`src/rtl/wdt_defs.vh`:
```
// constants for the watchdog timeout block
`ifndef WDT_DEFS_VH
`define WDT_DEFS_VH
`define WDT_ADDR_SERVICE   16'hffff
`define WDT_ADDR_CONFIG    16'hfff0
`define WDT_ADDR_STATUS    16'hfff4
`define WDT_ADDR_VECLO     16'hfff8
`define WDT_PRE_WIDTH      12
`define WDT_CNT_WIDTH      6
`define WDT_PRE_KEEP_MASK  12'h00f
`define WDT_FAST_TAP       6
`define WDT_SLOW_TAP       11
`define WDT_RST_CYCLES     32
`define WDT_POR_CYCLES     4096
`define WDT_CFG_DISABLE    0
`define WDT_CFG_RATE       1
`define WDT_CFG_STOPEN     2
`define WDT_ST_WATCHDOG    0
`define WDT_ST_ILLEGAL     1
`define WDT_ST_POR         2
`define WDT_VECLO_RESET    8'h00
`endif

```
`src/rtl/wdt_timeout.v`:
```
// watchdog timeout counter with wishbone slave and reset generator
// Behaviour
// - counts on oscillator clock
// - stop instruction clears the prescaler
// - service write clears counter, prescaler stages 12-5
// - service read returns reset vector low byte
// - power-on clears prescaler after 4096 cycles
// - internal reset clears prescaler and counter
// - disable input follows config latch
// - rate select follows config latch
// - service register at ffff restarts timeout
// - no interrupt, only reset on overflow
// - monitor via irq test voltage disables while held
// - monitor via blank vectors disables until power-on
// - keeps counting in wait mode
// - stop gates clock and clears prescaler
// - disabled stop gives illegal-opcode reset
// - break with reset-pin test voltage disables
// - 6-bit counter after 12-bit prescaler
// - overflow at 8176 or 262128 cycles (code: 8128 or 260096, less prescaler bits 3:0 kept by service)
// - reset low 32 cycles, sets status flag
// - disable bit one disables, zero enables
//
// Local design decision: register access over Wishbone.
`timescale 1ns/10ps
`include "wdt_defs.vh"
module wdt_timeout
(
	clock,
	nrst,
	wb_cyc_i,
	wb_stb_i,
	wb_we_i,
	wb_adr_i,
	wb_sel_i,
	wb_dat_i,
	wb_dat_o,
	wb_ack_o,
	stopExec,
	waitMode,
	monitorMode,
	blankVectors,
	breakActive,
	irqTestVoltage,
	rstTestVoltage,
	resetPinN,
	internalReset
);
	parameter PORCYCLES = `WDT_POR_CYCLES;
	localparam RSTCYCLES = `WDT_RST_CYCLES;
	input  wire        clock;
	input  wire        nrst;
	input  wire        wb_cyc_i;
	input  wire        wb_stb_i;
	input  wire        wb_we_i;
	input  wire [15:0] wb_adr_i;
	input  wire [3:0]  wb_sel_i;
	input  wire [31:0] wb_dat_i;
	output reg  [31:0] wb_dat_o;
	output reg         wb_ack_o;
	input  wire        stopExec;
	input  wire        waitMode;
	input  wire        monitorMode;
	input  wire        blankVectors;
	input  wire        breakActive;
	input  wire        irqTestVoltage;
	input  wire        rstTestVoltage;
	output reg         resetPinN;
	output reg         internalReset;

	reg         rstSync1_q;
	reg         rstn_q;
	wire        irqTstS;
	wire        rstTstS;
	reg  [2:0]  cfg_q;
	reg  [2:0]  status_q;
	reg  [7:0]  vecLo_q;
	reg  [5:0]  wdCount_q;
	reg  [5:0]  pulseCnt_q;
	reg  [12:0] porCnt_q;
	reg         porDone_q;
	reg         blankLock_q;
	reg         stopped_q;
	reg         tapPrev_q;
	wire [11:0] preCount;
	wire        busReq;
	wire        svcWrite;
	wire        wdDisable;
	wire        wdRateFast;
	wire        wdOff;
	wire        tap;
	wire        tapRise;
	wire        overflow;
	wire        stopLegal;
	wire        stopIllegal;
	wire        preClear;

	always @(posedge clock or negedge nrst)
	begin
		if (!nrst)
		begin
			rstSync1_q <= 1'b0;
			rstn_q     <= 1'b0;
		end
		else
		begin
			rstSync1_q <= 1'b1;
			rstn_q     <= rstSync1_q;
		end
	end

	wdt_sync u_irqSync
	(
		.clock (clock),
		.nrst  (rstn_q),
		.din   (irqTestVoltage),
		.dout  (irqTstS)
	);

	wdt_sync u_rstSync
	(
		.clock (clock),
		.nrst  (rstn_q),
		.din   (rstTestVoltage),
		.dout  (rstTstS)
	);

	assign busReq     = wb_cyc_i & wb_stb_i & ~wb_ack_o;
	assign svcWrite   = busReq & wb_we_i & wb_sel_i[0] & (wb_adr_i == `WDT_ADDR_SERVICE);
	assign wdDisable  = cfg_q[`WDT_CFG_DISABLE];
	assign wdRateFast = cfg_q[`WDT_CFG_RATE];
	assign stopLegal   = stopExec & cfg_q[`WDT_CFG_STOPEN];
	assign stopIllegal = stopExec & ~cfg_q[`WDT_CFG_STOPEN];

	// disable bit, blank-vector lock, monitor and break test-voltage disables
	assign wdOff = wdDisable
		| (monitorMode & (irqTstS | rstTstS))
		| blankLock_q
		| (breakActive & rstTstS);

	// fast tap: first rise at 2^6, then 63 x 2^7 = 8192-64; slow tap: 2^11 + 63 x 2^12
	assign tap      = wdRateFast ? preCount[`WDT_FAST_TAP] : preCount[`WDT_SLOW_TAP];
	assign tapRise  = tap & ~tapPrev_q;
	assign overflow = tapRise & (wdCount_q == 6'h3f) & ~wdOff;
	assign preClear = stopExec | internalReset | (porCnt_q == PORCYCLES[12:0] - 13'h0001);

	wdt_prescaler u_pre
	(
		.clock      (clock),
		.rstn       (rstn_q),
		.clkEn      (~stopped_q),
		.clearAll   (preClear),
		.clearUpper (svcWrite),
		.count      (preCount)
	);

	always @(posedge clock or negedge rstn_q)
	begin
		if (!rstn_q)
		begin
			porCnt_q    <= 13'h0000;
			porDone_q   <= 1'b0;
			blankLock_q <= 1'b0;
		end
		else
		begin
			if (!porDone_q)
			begin
				porCnt_q <= porCnt_q + 13'h0001;
				if (porCnt_q == PORCYCLES[12:0] - 13'h0001)
					porDone_q <= 1'b1;
			end
			if (monitorMode & blankVectors & ~irqTstS)
				blankLock_q <= 1'b1;
		end
	end

	always @(posedge clock or negedge rstn_q)
	begin
		if (!rstn_q)
			stopped_q <= 1'b0;
		else if (internalReset)
			stopped_q <= 1'b0;
		else if (stopLegal)
			stopped_q <= 1'b1;
		else if (svcWrite | ~waitMode & busReq)
			stopped_q <= stopped_q;
	end

	// watchdog counter; wait mode does not stop it
	always @(posedge clock or negedge rstn_q)
	begin
		if (!rstn_q)
		begin
			wdCount_q <= 6'h00;
			tapPrev_q <= 1'b0;
		end
		else
		begin
			tapPrev_q <= tap;
			if (internalReset | svcWrite | stopExec)
				wdCount_q <= 6'h00;
			else if (tapRise & ~wdOff & ~stopped_q)
				wdCount_q <= wdCount_q + 6'h01;
		end
	end

	// reset pulse generator
	always @(posedge clock or negedge rstn_q)
	begin
		if (!rstn_q)
		begin
			pulseCnt_q    <= 6'h00;
			resetPinN     <= 1'b1;
			internalReset <= 1'b0;
			status_q      <= 3'h4;
		end
		else if (pulseCnt_q != 6'h00)
		begin
			pulseCnt_q    <= pulseCnt_q - 6'h01;
			resetPinN     <= (pulseCnt_q == 6'h01);
			internalReset <= (pulseCnt_q != 6'h01);
		end
		else if (overflow | stopIllegal)
		begin
			pulseCnt_q    <= RSTCYCLES[5:0];
			resetPinN     <= 1'b0;
			internalReset <= 1'b1;
			status_q      <= {1'b0, stopIllegal, overflow};
		end
	end

	// configuration latches, reset vector low byte and status readback
	always @(posedge clock or negedge rstn_q)
	begin
		if (!rstn_q)
		begin
			cfg_q    <= 3'h0;
			vecLo_q  <= `WDT_VECLO_RESET;
			wb_ack_o <= 1'b0;
			wb_dat_o <= 32'h00000000;
		end
		else
		begin
			wb_ack_o <= busReq;
			wb_dat_o <= 32'h00000000;
			if (busReq & wb_we_i & wb_sel_i[0])
			begin
				if (wb_adr_i == `WDT_ADDR_CONFIG)
					cfg_q <= wb_dat_i[2:0];
				if (wb_adr_i == `WDT_ADDR_VECLO)
					vecLo_q <= wb_dat_i[7:0];
			end
			if (busReq & ~wb_we_i)
			begin
				case (wb_adr_i)
					`WDT_ADDR_SERVICE: wb_dat_o <= {24'h000000, vecLo_q};
					`WDT_ADDR_CONFIG:  wb_dat_o <= {29'h00000000, cfg_q};
					`WDT_ADDR_STATUS:  wb_dat_o <= {23'h000000, wdCount_q, status_q};
					`WDT_ADDR_VECLO:   wb_dat_o <= {24'h000000, vecLo_q};
					default:           wb_dat_o <= 32'h00000000;
				endcase
			end
		end
	end
endmodule // wdt_timeout

```
`src/rtl/wdt_sync.v`:
```
// two-flop synchroniser for one level
`timescale 1ns/10ps
module wdt_sync
(
	clock,
	nrst,
	din,
	dout
);
	input  wire clock;
	input  wire nrst;
	input  wire din;
	output reg  dout;
	reg         stage1_q;

	always @(posedge clock or negedge nrst)
	begin
		if (!nrst)
		begin
			stage1_q <= 1'b0;
			dout     <= 1'b0;
		end
		else
		begin
			stage1_q <= din;
			dout     <= stage1_q;
		end
	end
endmodule // wdt_sync

```
`src/rtl/wdt_prescaler.v`:
```
// shared 12-bit system prescaler
`timescale 1ns/10ps
`include "wdt_defs.vh"
module wdt_prescaler
(
	clock,
	rstn,
	clkEn,
	clearAll,
	clearUpper,
	count
);
	input  wire                        clock;
	input  wire                        rstn;
	input  wire                        clkEn;
	input  wire                        clearAll;
	input  wire                        clearUpper;
	output reg  [`WDT_PRE_WIDTH-1:0]   count;

	always @(posedge clock or negedge rstn)
	begin
		if (!rstn)
			count <= 12'h000;
		else if (clearAll)
			count <= 12'h000;
		else if (clearUpper)
			count <= count & `WDT_PRE_KEEP_MASK;
		else if (clkEn)
			count <= count + 12'h001;
	end
endmodule // wdt_prescaler

```
`config.mk`:
```
export PLATFORM = sky130hd
export DESIGN_NAME = wdt_timeout
export DESIGN_NICKNAME = d
export VERILOG_FILES = /design/src/rtl/wdt_timeout.v /design/src/rtl/wdt_sync.v /design/src/rtl/wdt_prescaler.v
export VERILOG_INCLUDE_DIRS = /design/src /design/src/rtl
export SDC_FILE = /design/constraint.sdc
export NUM_CORES = 1
export LEC_CHECK = 0
export BUFFER_PORTS_ARGS = -buffer_cell sky130_fd_sc_hd__buf_2
export CAP_MARGIN = 20
export CORE_UTILIZATION = 30
export CTS_BUF_LIST = sky130_fd_sc_hd__clkbuf_8
export DETAILED_ROUTE_END_ITERATION = 8
export MAX_ROUTING_LAYER = met4
export PLACE_DENSITY = 0.57
export SYNTH_ARGS = -nofsm -noshare
export SYNTH_HDL_FRONTEND = slang
export SYNTH_SLANG_ARGS = --single-unit
export TNS_END_PERCENT = 50
```
`constraint.sdc`:
```
create_clock -name clock -period 3.9 [get_ports clock]
set_input_delay 0.39 -clock clock [delete_from_list [all_inputs] [get_ports clock]]
set_output_delay 0.39 -clock clock [all_outputs]
set_load 0.05 [all_outputs]
```
# == Yosys cells after proc, flatten, opt, wreduce, memory -nomap -nowiden ==
# Index checks and enable logic that the tools add are counted.
# totals
wordCells,98
register_bits,96
inputBits,64
out_inout_bits,35
romBits,0
latch_bits,0
n_memories,0
ramBits,0
# classes
n_eq_ne,11
n_mux,18
add_sub_neg,4
div_mod_pow,0
bitwise,34
mul,0
magnitude_cmp,0
shifts,0
n_reduce_logical,9
# op_table
op,count
$eq 16x16->1 const B,4
$mux 12,3
$pmux 9 s3,1
$mux 6,4
$and 1x1->1,17
$add 13x1->13 const B,1
$eq 13x12->1 const B,1
$add 12x1->12 const B,1
$mux 1,9
$mux 9,1
$or 1x1->1,9
$not 1->1,8
$reduce_and 2->1,4
$add 6x1->6 const B,1
$eq 6x1->1 const B,1
$eq 6x6->1 const B,1
$ne 6x1->1 const B,1
$reduce_bool 2->1,3
$reduce_bool 6->1,1
$sub 6x1->6 const B,1
$ne 2x1->1 const B,2
$ne 3x1->1 const B,1
$reduce_or 2->1,1

# == Longest topological paths before layout ==
# Gate-level depths: netlist of the first run.
# depth
depth_word,10
mapped_depth,6
ltp_nobuf,5

# == Cells and area by module ==
# A second synthesis of the first run with hierarchy kept.
# hier_totals
hier_cells,311
hier_area_um2,3500.9
# modules_own_cells
module,n_inst,area_each_um2,seq_area_each_um2,cells_per_inst
wdt_timeout,1,2797.7,1428.9,245
wdt_prescaler,1,603.1,300.3,62
wdt_sync,2,50.0,50.0,2

# == Worst setup path before layout of the first run ==
# Ideal clock, no wire load.
# synth_path
kind,register to register
from,reg wb_ack_o
to,reg vecLo_q[0]
setup_time_ns,0.125
arrival_ns,1.590
path_stages_with_launch,5
synth_period_minus_slack_ns,1.715
setup_slack_ns,2.185
path_buffers,0
t_required_ns,3.775
cell_sequence,dfrtp_1 > nand3b_1 > nor3_1 > nand3_2 > mux2_2
# synth_between
elab_chain_len,5
# synth_rtl
item,line,text
from (decl),wdt_timeout.v:60,output reg wb_ack_o;
from (signal assigned),wdt_timeout.v:245,wb_ack_o <= busReq;
$not 1->1,wdt_timeout.v:128,assign busReq = wb_cyc_i & wb_stb_i & ~wb_ack_o;
$and 1x1->1,wdt_timeout.v:128,
$and 1x1->1 (2 in a row),wdt_timeout.v:247,if (busReq & wb_we_i & wb_sel_i[0])
$reduce_and 2->1 (no source line),--,
to (signal assigned),wdt_timeout.v:239,vecLo_q <= `WDT_VECLO_RESET;
to (signal assigned),wdt_timeout.v:252,vecLo_q <= wb_dat_i[7:0];
to (decl),wdt_timeout.v:77,reg [7:0] vecLo_q;
# No other way between the ends.
# A chain may end at the register's enable or synchronous reset.

# == Worst setup path after layout of the first run ==
# layout_path
from,reg wb_ack_o
to,reg u_pre.count[5]
# layout_between
elab_chain_len,7
word_cells_on_any_way,8
classes_between,1 x eq/ne; 2 x mux; 5 x bitwise
# layout_rtl
item,line,text
$not 1->1 (*),wdt_timeout.v:128,
$and 1x1->1 (*),wdt_timeout.v:128,
$and 1x1->1 (*) (3 in a row),wdt_timeout.v:129,assign svcWrite = busReq & wb_we_i & wb_sel_i[0] & (wb_adr_i == `WDT_ADDR_SERVICE);
$mux 12,wdt_prescaler.v:26,else if (clearUpper)
$mux 12,wdt_prescaler.v:24,else if (clearAll)
to (signal assigned),wdt_prescaler.v:27,count <= count & `WDT_PRE_KEEP_MASK;
to (signal assigned),wdt_prescaler.v:29,count <= count + 12'h001;
to (decl),wdt_prescaler.v:18,output reg [`WDT_PRE_WIDTH-1:0] count;
# Mark *: on every way between the ends. The rest lies on a longest branch, timed or not. The select of a mux whose other input is x is not followed.

==> results of run 1 <==
## critical path, delay by kind of cell, from the launching register on
kind / cells / cell delay, ns
AOI/OAI and AO/OA: 1 / 0.36
DFF: 1 / 0.37
and+or+nand+nor: 3 / 1.00
## repair_timing
item | 4_1_cts | 5_1_grt
hold buffers | 1 | 0
setup buffers | 0 | 0
hold endpoints to repair | 2 | 0
## cell usage after synthesis (all sizes together), types with 7 or more instances
master,n
nand4,9
or3,8
xor2,14
inv,10
o21ai,7
xnor2,9
a21oi,12
buf,25
nor3,7
mux2,14
nand3,18
nand2,22
dfrtp,71
nor2,24
## stage by stage
step / instances / util / total power [mW]
after global routing: 515 / 0.366 / 1.83
after floorplan: 333 / - / 1.04
final: 515 / 0.366 / 1.74
after detailed placement: 497 / 0.343 / 1.08
after global placement: 497 / 0.343 / 1.08
after CTS: 514 / 0.364 / 1.76
## layer usage
layer,vias up,part of all wire
li1,1176,-
met1,1159,0.50
met3,7,0.054
met5,-,0
met2,78,0.43
met4,0,0.012
## sequential cells by signal (all words and copies together), names as in the netlist
signal,flops
blankLock_q,1
cfg_q,3
internalReset,1
porCnt_q,13
porDone_q,1
pulseCnt_q,6
resetPinN,1
rstSync1_q,1
rstn_q,1
status_q,3
stopped_q,1
tapPrev_q,1
u_irqSync.dout,1
u_irqSync.stage1_q,1
u_pre.count,12
u_rstSync.dout,1
u_rstSync.stage1_q,1
vecLo_q,8
wb_ack_o,1
wb_dat_o,9
wdCount_q,6
## cell type report
type	count	area, sq um
clock inverter	7	100
fill	1117	7030
timing repair buffer	51	280
clock buffer	9	124
inverter	10	37.5
sequential	73	1830
tap	140	175
multi-input combinational	225	1510
## cell families after synthesis
| group | share of synthesized area |
|---|---|
| AND/OR/NAND/NOR | 0.180 |
| flip-flops | 0.526 |
| AO/OA/AOI/OAI | 0.0853 |
| buffers and inverters | 0.0641 |
| XOR/XNOR | 0.0580 |
| multiplexers | 0.0627 |
| adder cells (fa/ha/maj) | 0.0216 |
| other | 0.00216 |
## power groups by stage
stage	sequential, mW	clock (mW)	combinational (mW)
3_5_place_dp	0.865	0	0.219
6_report	0.842	0.667	0.229
5_1_grt	0.847	0.721	0.260
2_1_floorplan	0.864	0	0.178
3_3_place_gp	0.864	0	0.213
4_1_cts	0.851	0.690	0.221
## final timing paths
path                                startpoint                  to
worst min-delay path                    rstn_q  u_irqSync.stage1_q
worst max register to register        wb_ack_o      u_pre.count[5]
max in group asynchronous               rstn_q         status_q[2]
worst max-delay path                  wb_ack_o      u_pre.count[5]
min in group clock              rstTestVoltage  u_rstSync.stage1_q
worst min register to register          rstn_q  u_irqSync.stage1_q
==> summary.md, run 1 <==
| Metric | Value |
|---|---|
| Depth of the most critical reg-to-reg path | `4` |
| Critical path class | `reg2reg` |
| Pin count of the biggest net entering global routing | `46` |
| Status | `finished clean` |
| Final Cell Area | `0.00405 sq mm` |
| RSZ-0062 raised after global routing | `no` |
| Hpwl dp | `4820 microns` |
| Layout cell share with drive strength beyond 1 | `0.243` |
| Core area | `0.0111 sq mm` |
| R2R setup slack | `2.04 ns` |
| GRT met3 Usage | `0.0338` |
| Most frequent cells in the layout | `dfrtp_1 (70), buf_2 (47), nor2_1 (24), conb_1 (24), nand2_1 (22)` |
| Worst-case clock buffer depth | `2` |
| Seq cells post-synth | `73` |
| Global route overflow | `0` |
| Worst path required time | `4.13 ns` |
| Static leakage | `1.91 nW` |
| Switching share of total power | `0.283` |
| Max-slew violation count | `0` |
| Met2 usage | `0.192` |
| H-tree levels | `3` |
| Slew headroom | `0.513` |
| Initial core utilization | `0.314` |
| Synth top area share | `0.511` |
| Crit path time final | `1.86 ns` |
| Setup Skew | `0.0144 ns` |
| Post-synth top area cell | `dfrtp_1` |
| Logic pwr share | `0.132` |
| Tot GR Track Use | `0.128` |
| DRT antenna net count | `0` |
| Met1 usage | `0.166` |
| Ys Warns | `0` |
| Internal cell power | `1.25 mW` |
| Synth unique cells | `51` |
| I/O pins | `99` |
| CP Cell Sequence | `nand3b_1 -> nor3_1 -> a21bo_1 -> nor2_1` |
| Post-DP Area | `0.00380 sq mm` |
| Net Sw Power | `0.493 mW` |
| Die Area | `0.0120 sq mm` |
| DRT iter0 DRCs | `113` |
| Count of flip-flops with a built-in enable after synthesis | `0` |
| Clk_lat worst skew | `0.35 ns` |
| Worst setup margin | `2.04 ns` |
| Final setup fails | `0` |
| Slowest stage delay, CP | `0.66 ns` |
| First-pass GRT wire length | `11300 microns` |
| Crit path capture type | `flop` |
| Top cells by area, synth | `dfrtp_1 (51%), buf_4 (5.2%), mux2_2 (3.6%), xor2_1 (3.5%), nor2_1 (2.6%)` |
| Peak Freq | `538 MHz` |
| Number of clock sinks | `73` |
| Clk pin slew, worst setup/hold paths | `0.08 ns` |
| Via-per-instance ratio | `4.70` |
| Most common cell after layout, fill and taps aside | `dfrtp_1` |
| Antenna violations before repair | `0` |
| PortBufs | `47` |
| Die X | `110 microns` |
| TritonRoute pass-1 iters | `4` |
| Die height | `110 microns` |
| Fin Hold WS | `0.0825 ns` |
| Hold Crit Class | `reg2async` |
| Clock network fraction of total power | `0.384` |
| Slowest cell on crit path | `nor3_1` |
| Crit path DAT | `2.09 ns` |
| Busiest layer in global routing | `met2` |
| Dominant synthesized flop cell | `dfrtp_1` |
| Crit path launch type | `flop` |
| Vias | `2420` |
| Setup_tns | `0 ns` |
| Asr flop ratio synth | `1.00` |
| # Max-Cap Violations | `0` |
| Routed length per placed instance | `13.0 microns` |
| Layout area overhead | `16.6%` |
| Worst slack, placed | `1.91 ns` |
| Peak VDD IR | `0.217 mV` |
| Cell Rows | `38` |
| Drc violations | `0` |
| Worst slew pin tran | `0.726 ns` |
| Share of power burned in registers | `0.484` |
| GPL Wtd Cong | `0.777` |
| CTS root buffer | `clkbuf_8` |
| Final Cycle Share | `0.476` |
| N_diodes | `0` |
| Critical path fanouts, max | `8` |
| Post-synthesis sequential area ratio | `0.526` |
| Final nets | `440` |
| Cells after Synth | `311` |
| Power Density | `429 mW/mm^2` |
| Synthesized area per cell | `11.2 sq um` |
| Number of buffers created by CTS | `9` |
| Resized Gates After CTS | `0` |
| Post-Synthesis Cell Area | `0.00347 sq mm` |
| Final hold violation count | `0` |
| Vias in the first global route | `2395` |
| CTS tree | `yes` |
| Total Routed Length | `6680 microns` |
Note: power is estimated with default switching activity, not from simulation.
==> run 2, diff against run 1 <==
- PLACE_DENSITY: 0.57 -> 0.59
- clock period: 3.9 -> 1.55 ns (I/O delays scaled with it)
==> run 2 against run 1 <==
Cell area up 12%. Clock power up 130%. Clock skew up 0.0023 ns. First-iteration DRC count down 4.4%. Combinational power rose to 3.0 times the previous value. Fmax up 21%. Largest cell class unchanged. Largest power group unchanged.
==> summary.md, run 2 (synthesis results as in run 1) <==
| Metric | Value |
|---|---|
| Peak Freq | `653 MHz (+21%)` |
| M1 WL | `3470 microns (+3.9%)` |
| Placed cells | `541 (+8.9%)` |
| PortBufs | `47 (unchanged)` |
| CTS tree | `yes` |
| Largest regs | `porCnt_q: 13 flops, u_pre.count: 12 flops, wb_dat_o: 9 flops` |
| Most frequent cells in the layout | `dfrtp_1 (70), buf_2 (47), buf_4 (46)` |
| Critical path fanouts, max | `3 (-5)` |
| H-tree levels | `3 (unchanged)` |
| Reg-to-Reg Start | `blankLock_q` |
| Drc violations | `0 (unchanged)` |
| Metal2 WL | `3350 microns (+16%)` |
| I/O pins | `99 (unchanged)` |
| Status | `finished clean` |
| Die height | `110 microns (unchanged)` |
| Hold Crit Class | `in2reg` |
| CP startpoint | `blankLock_q` |
| # Max-Cap Violations | `0 (unchanged)` |
| Worst path required time | `1.79 ns (-2.34 ns)` |
| Setup_tns | `0 ns (unchanged)` |
| Final hold violation count | `0 (unchanged)` |
| Depth of the most critical reg-to-reg path | `4 (unchanged)` |
| RSZ-0062 raised after global routing | `yes` |
| Power Density | `963 mW/mm^2 (+120%)` |
| Crit path launch type | `flop` |
| Crit path DAT | `1.77 ns (-0.32 ns)` |
| Core area | `0.0111 sq mm (unchanged)` |
| WL met3 | `400 microns (+9.9%)` |
| N_diodes | `0 (unchanged)` |
| Crit path time final | `1.53 ns (-0.327 ns)` |
| Post-DP Area | `0.00414 sq mm (+9.0%)` |
| Cell Rows | `38 (unchanged)` |
| TritonRoute pass-1 iters | `4 (unchanged)` |
| R2R setup slack | `0.02 ns (-2.02 ns)` |
| Most common cell after layout, fill and taps aside | `dfrtp_1` |
| Worst-case clock buffer depth | `2 (unchanged)` |
| Initial core utilization | `0.314 (unchanged)` |
| CTS root buffer | `clkbuf_8` |
| Setup Skew | `0.0167 ns (+0.00235 ns)` |
| Clk pin slew, worst setup/hold paths | `0.10 ns (+0.02 ns)` |
| Antenna violations before repair | `0 (unchanged)` |
| GPL Wtd Cong | `0.833 (+7.2%)` |
| Critical path class | `reg2reg` |
| Vias in the first global route | `2629 (+9.8%)` |
| Static leakage | `2.16 nW (+13%)` |
| DRT iter0 DRCs | `108 (-4.4%)` |
| FILL cells | `1080 (-3.3%)` |
| Reg-to-reg endpoint | `status_q[1]` |
| Total Routed Length | `7330 microns (+9.7%)` |
| Die X | `110 microns (unchanged)` |
| Final Cycle Share | `0.988 (+0.512)` |
| Largest register FFs | `13 (unchanged)` |
| Number of buffers created by CTS | `9 (unchanged)` |
| Max-slew violation count | `0 (unchanged)` |
| Hpwl dp | `5200 microns (+7.9%)` |
| Setup crit end | `status_q[1]` |
| Layout cell share with drive strength beyond 1 | `0.364 (+0.121)` |
| Top reg by flops | `porCnt_q` |
| Final setup fails | `0 (unchanged)` |
| Clk_lat worst skew | `0.36 ns (about the same)` |
| Pin count of the biggest net entering global routing | `72 (+57%)` |
| Via-per-instance ratio | `4.73 (+0.66%)` |
| Number of clock sinks | `73 (unchanged)` |
| Vias | `2663 (+10%)` |
| Die Area | `0.0120 sq mm (unchanged)` |
| Layout area overhead | `30.8%` |
| Peak VDD IR | `0.610 mV (+180%)` |
| Max layer used | `met4` |
| Global route overflow | `0 (unchanged)` |
| DRT antenna net count | `0 (unchanged)` |
| Final Cell Area | `0.00454 sq mm (+12%)` |
| Final nets | `488 (+11%)` |
| Non-Filler Instances | `563 (+9.3%)` |
| Crit path capture type | `flop` |
| Routed length per placed instance | `13.0 microns (+0.31%)` |
| Tot GR Track Use | `0.138 (+0.00977)` |
| First-pass GRT wire length | `12200 microns (+8.3%)` |
==> run 2: cell types whose count changed in the layout (fill, tap and decap cells not counted), moves of 3 or more <==
| cell | delta |
|---|---|
| nor2_1 | -3 |
| mux2_1 | -3 |
| buf_4 | +44 |
| nor3_1 | -3 |
| mux2_4 | +5 |
| dlygate4sd3_1 | +3 |
==> run 2: how the worst min path moves through the flow <==
stage          cells after the start        start    endpoint  slack [ns]
3_5_place_dp                       1         nrst  rstSync1_q       -0.06
6_report                           2  wb_dat_i[5]  vecLo_q[5]        0.03
2_1_floorplan                      0         nrst  rstSync1_q       -0.14
4_1_cts                            2  wb_dat_i[6]  vecLo_q[6]        0.01
3_3_place_gp                       1         nrst  rstSync1_q       -0.06
5_1_grt                            2  wb_dat_i[5]  vecLo_q[5]       0.009
==> run 2: worst max-delay path: stages (launching register included) <==
cell and delay (ns):
dfrtp_1 0.42, nor3_4 0.27, nand4_1 0.18, or3_4 0.43
o2bb2ai_1 0.13
==> run 2: metrics by stage <==
stage	utilization	worst slack (ns)	hold slack (ns)	total power, mW
2_1_floorplan	-	-0.165	-0.141	2.62
3_3_place_gp	0.374	-0.0853	-0.0586	2.77
3_5_place_dp	0.374	-0.125	-0.0572	2.79
4_1_cts	0.399	0.00920	0.0118	4.38
5_1_grt	0.410	-0.0329	0.00864	4.63
6_report	0.410	0.0186	0.0250	4.38
==> run 2: layout make-up <==
| class | instances | area (sq um) | area share |
|---|---|---|---|
| Sequential cell | 73 | 1830 | 0.403 |
| Multi-Input combinational cell | 226 | 1650 | 0.364 |
| Timing Repair Buffer | 98 | 641 | 0.141 |
| Tap cell | 140 | 175 | 0.0386 |
| Clock buffer | 9 | 124 | 0.0273 |
| Clock inverter | 7 | 83.8 | 0.0185 |
| Inverter | 10 | 37.5 | 0.00826 |
==> run 2: power by group <==
part	leakage, nW	internal (mW)	switching [mW]	total [mW]
Clock	0.103	0.774	0.790	1.56
Sequential	0.959	2.01	0.113	2.12
Combinational	1.10	0.276	0.416	0.693
Total	2.16	3.06	1.32	4.38
==> run 2: repair_timing <==
item,CTS,global route
resized for setup,7,22
setup endpoints to repair,23,38
pin swaps,2,8
endpoints found under the hold margin,4,1
hold buffers,3,1
buffers inserted,0,1
gates cloned,1,0
==> run 2: per-layer routing <==
layer | global-route usage | vias to the layer above
met1 | 0.169 | 1293
met4 | 0.0438 | 0
met5 | - | -
met3 | 0.0468 | 7
li1 | - | 1277
met2 | 0.213 | 86
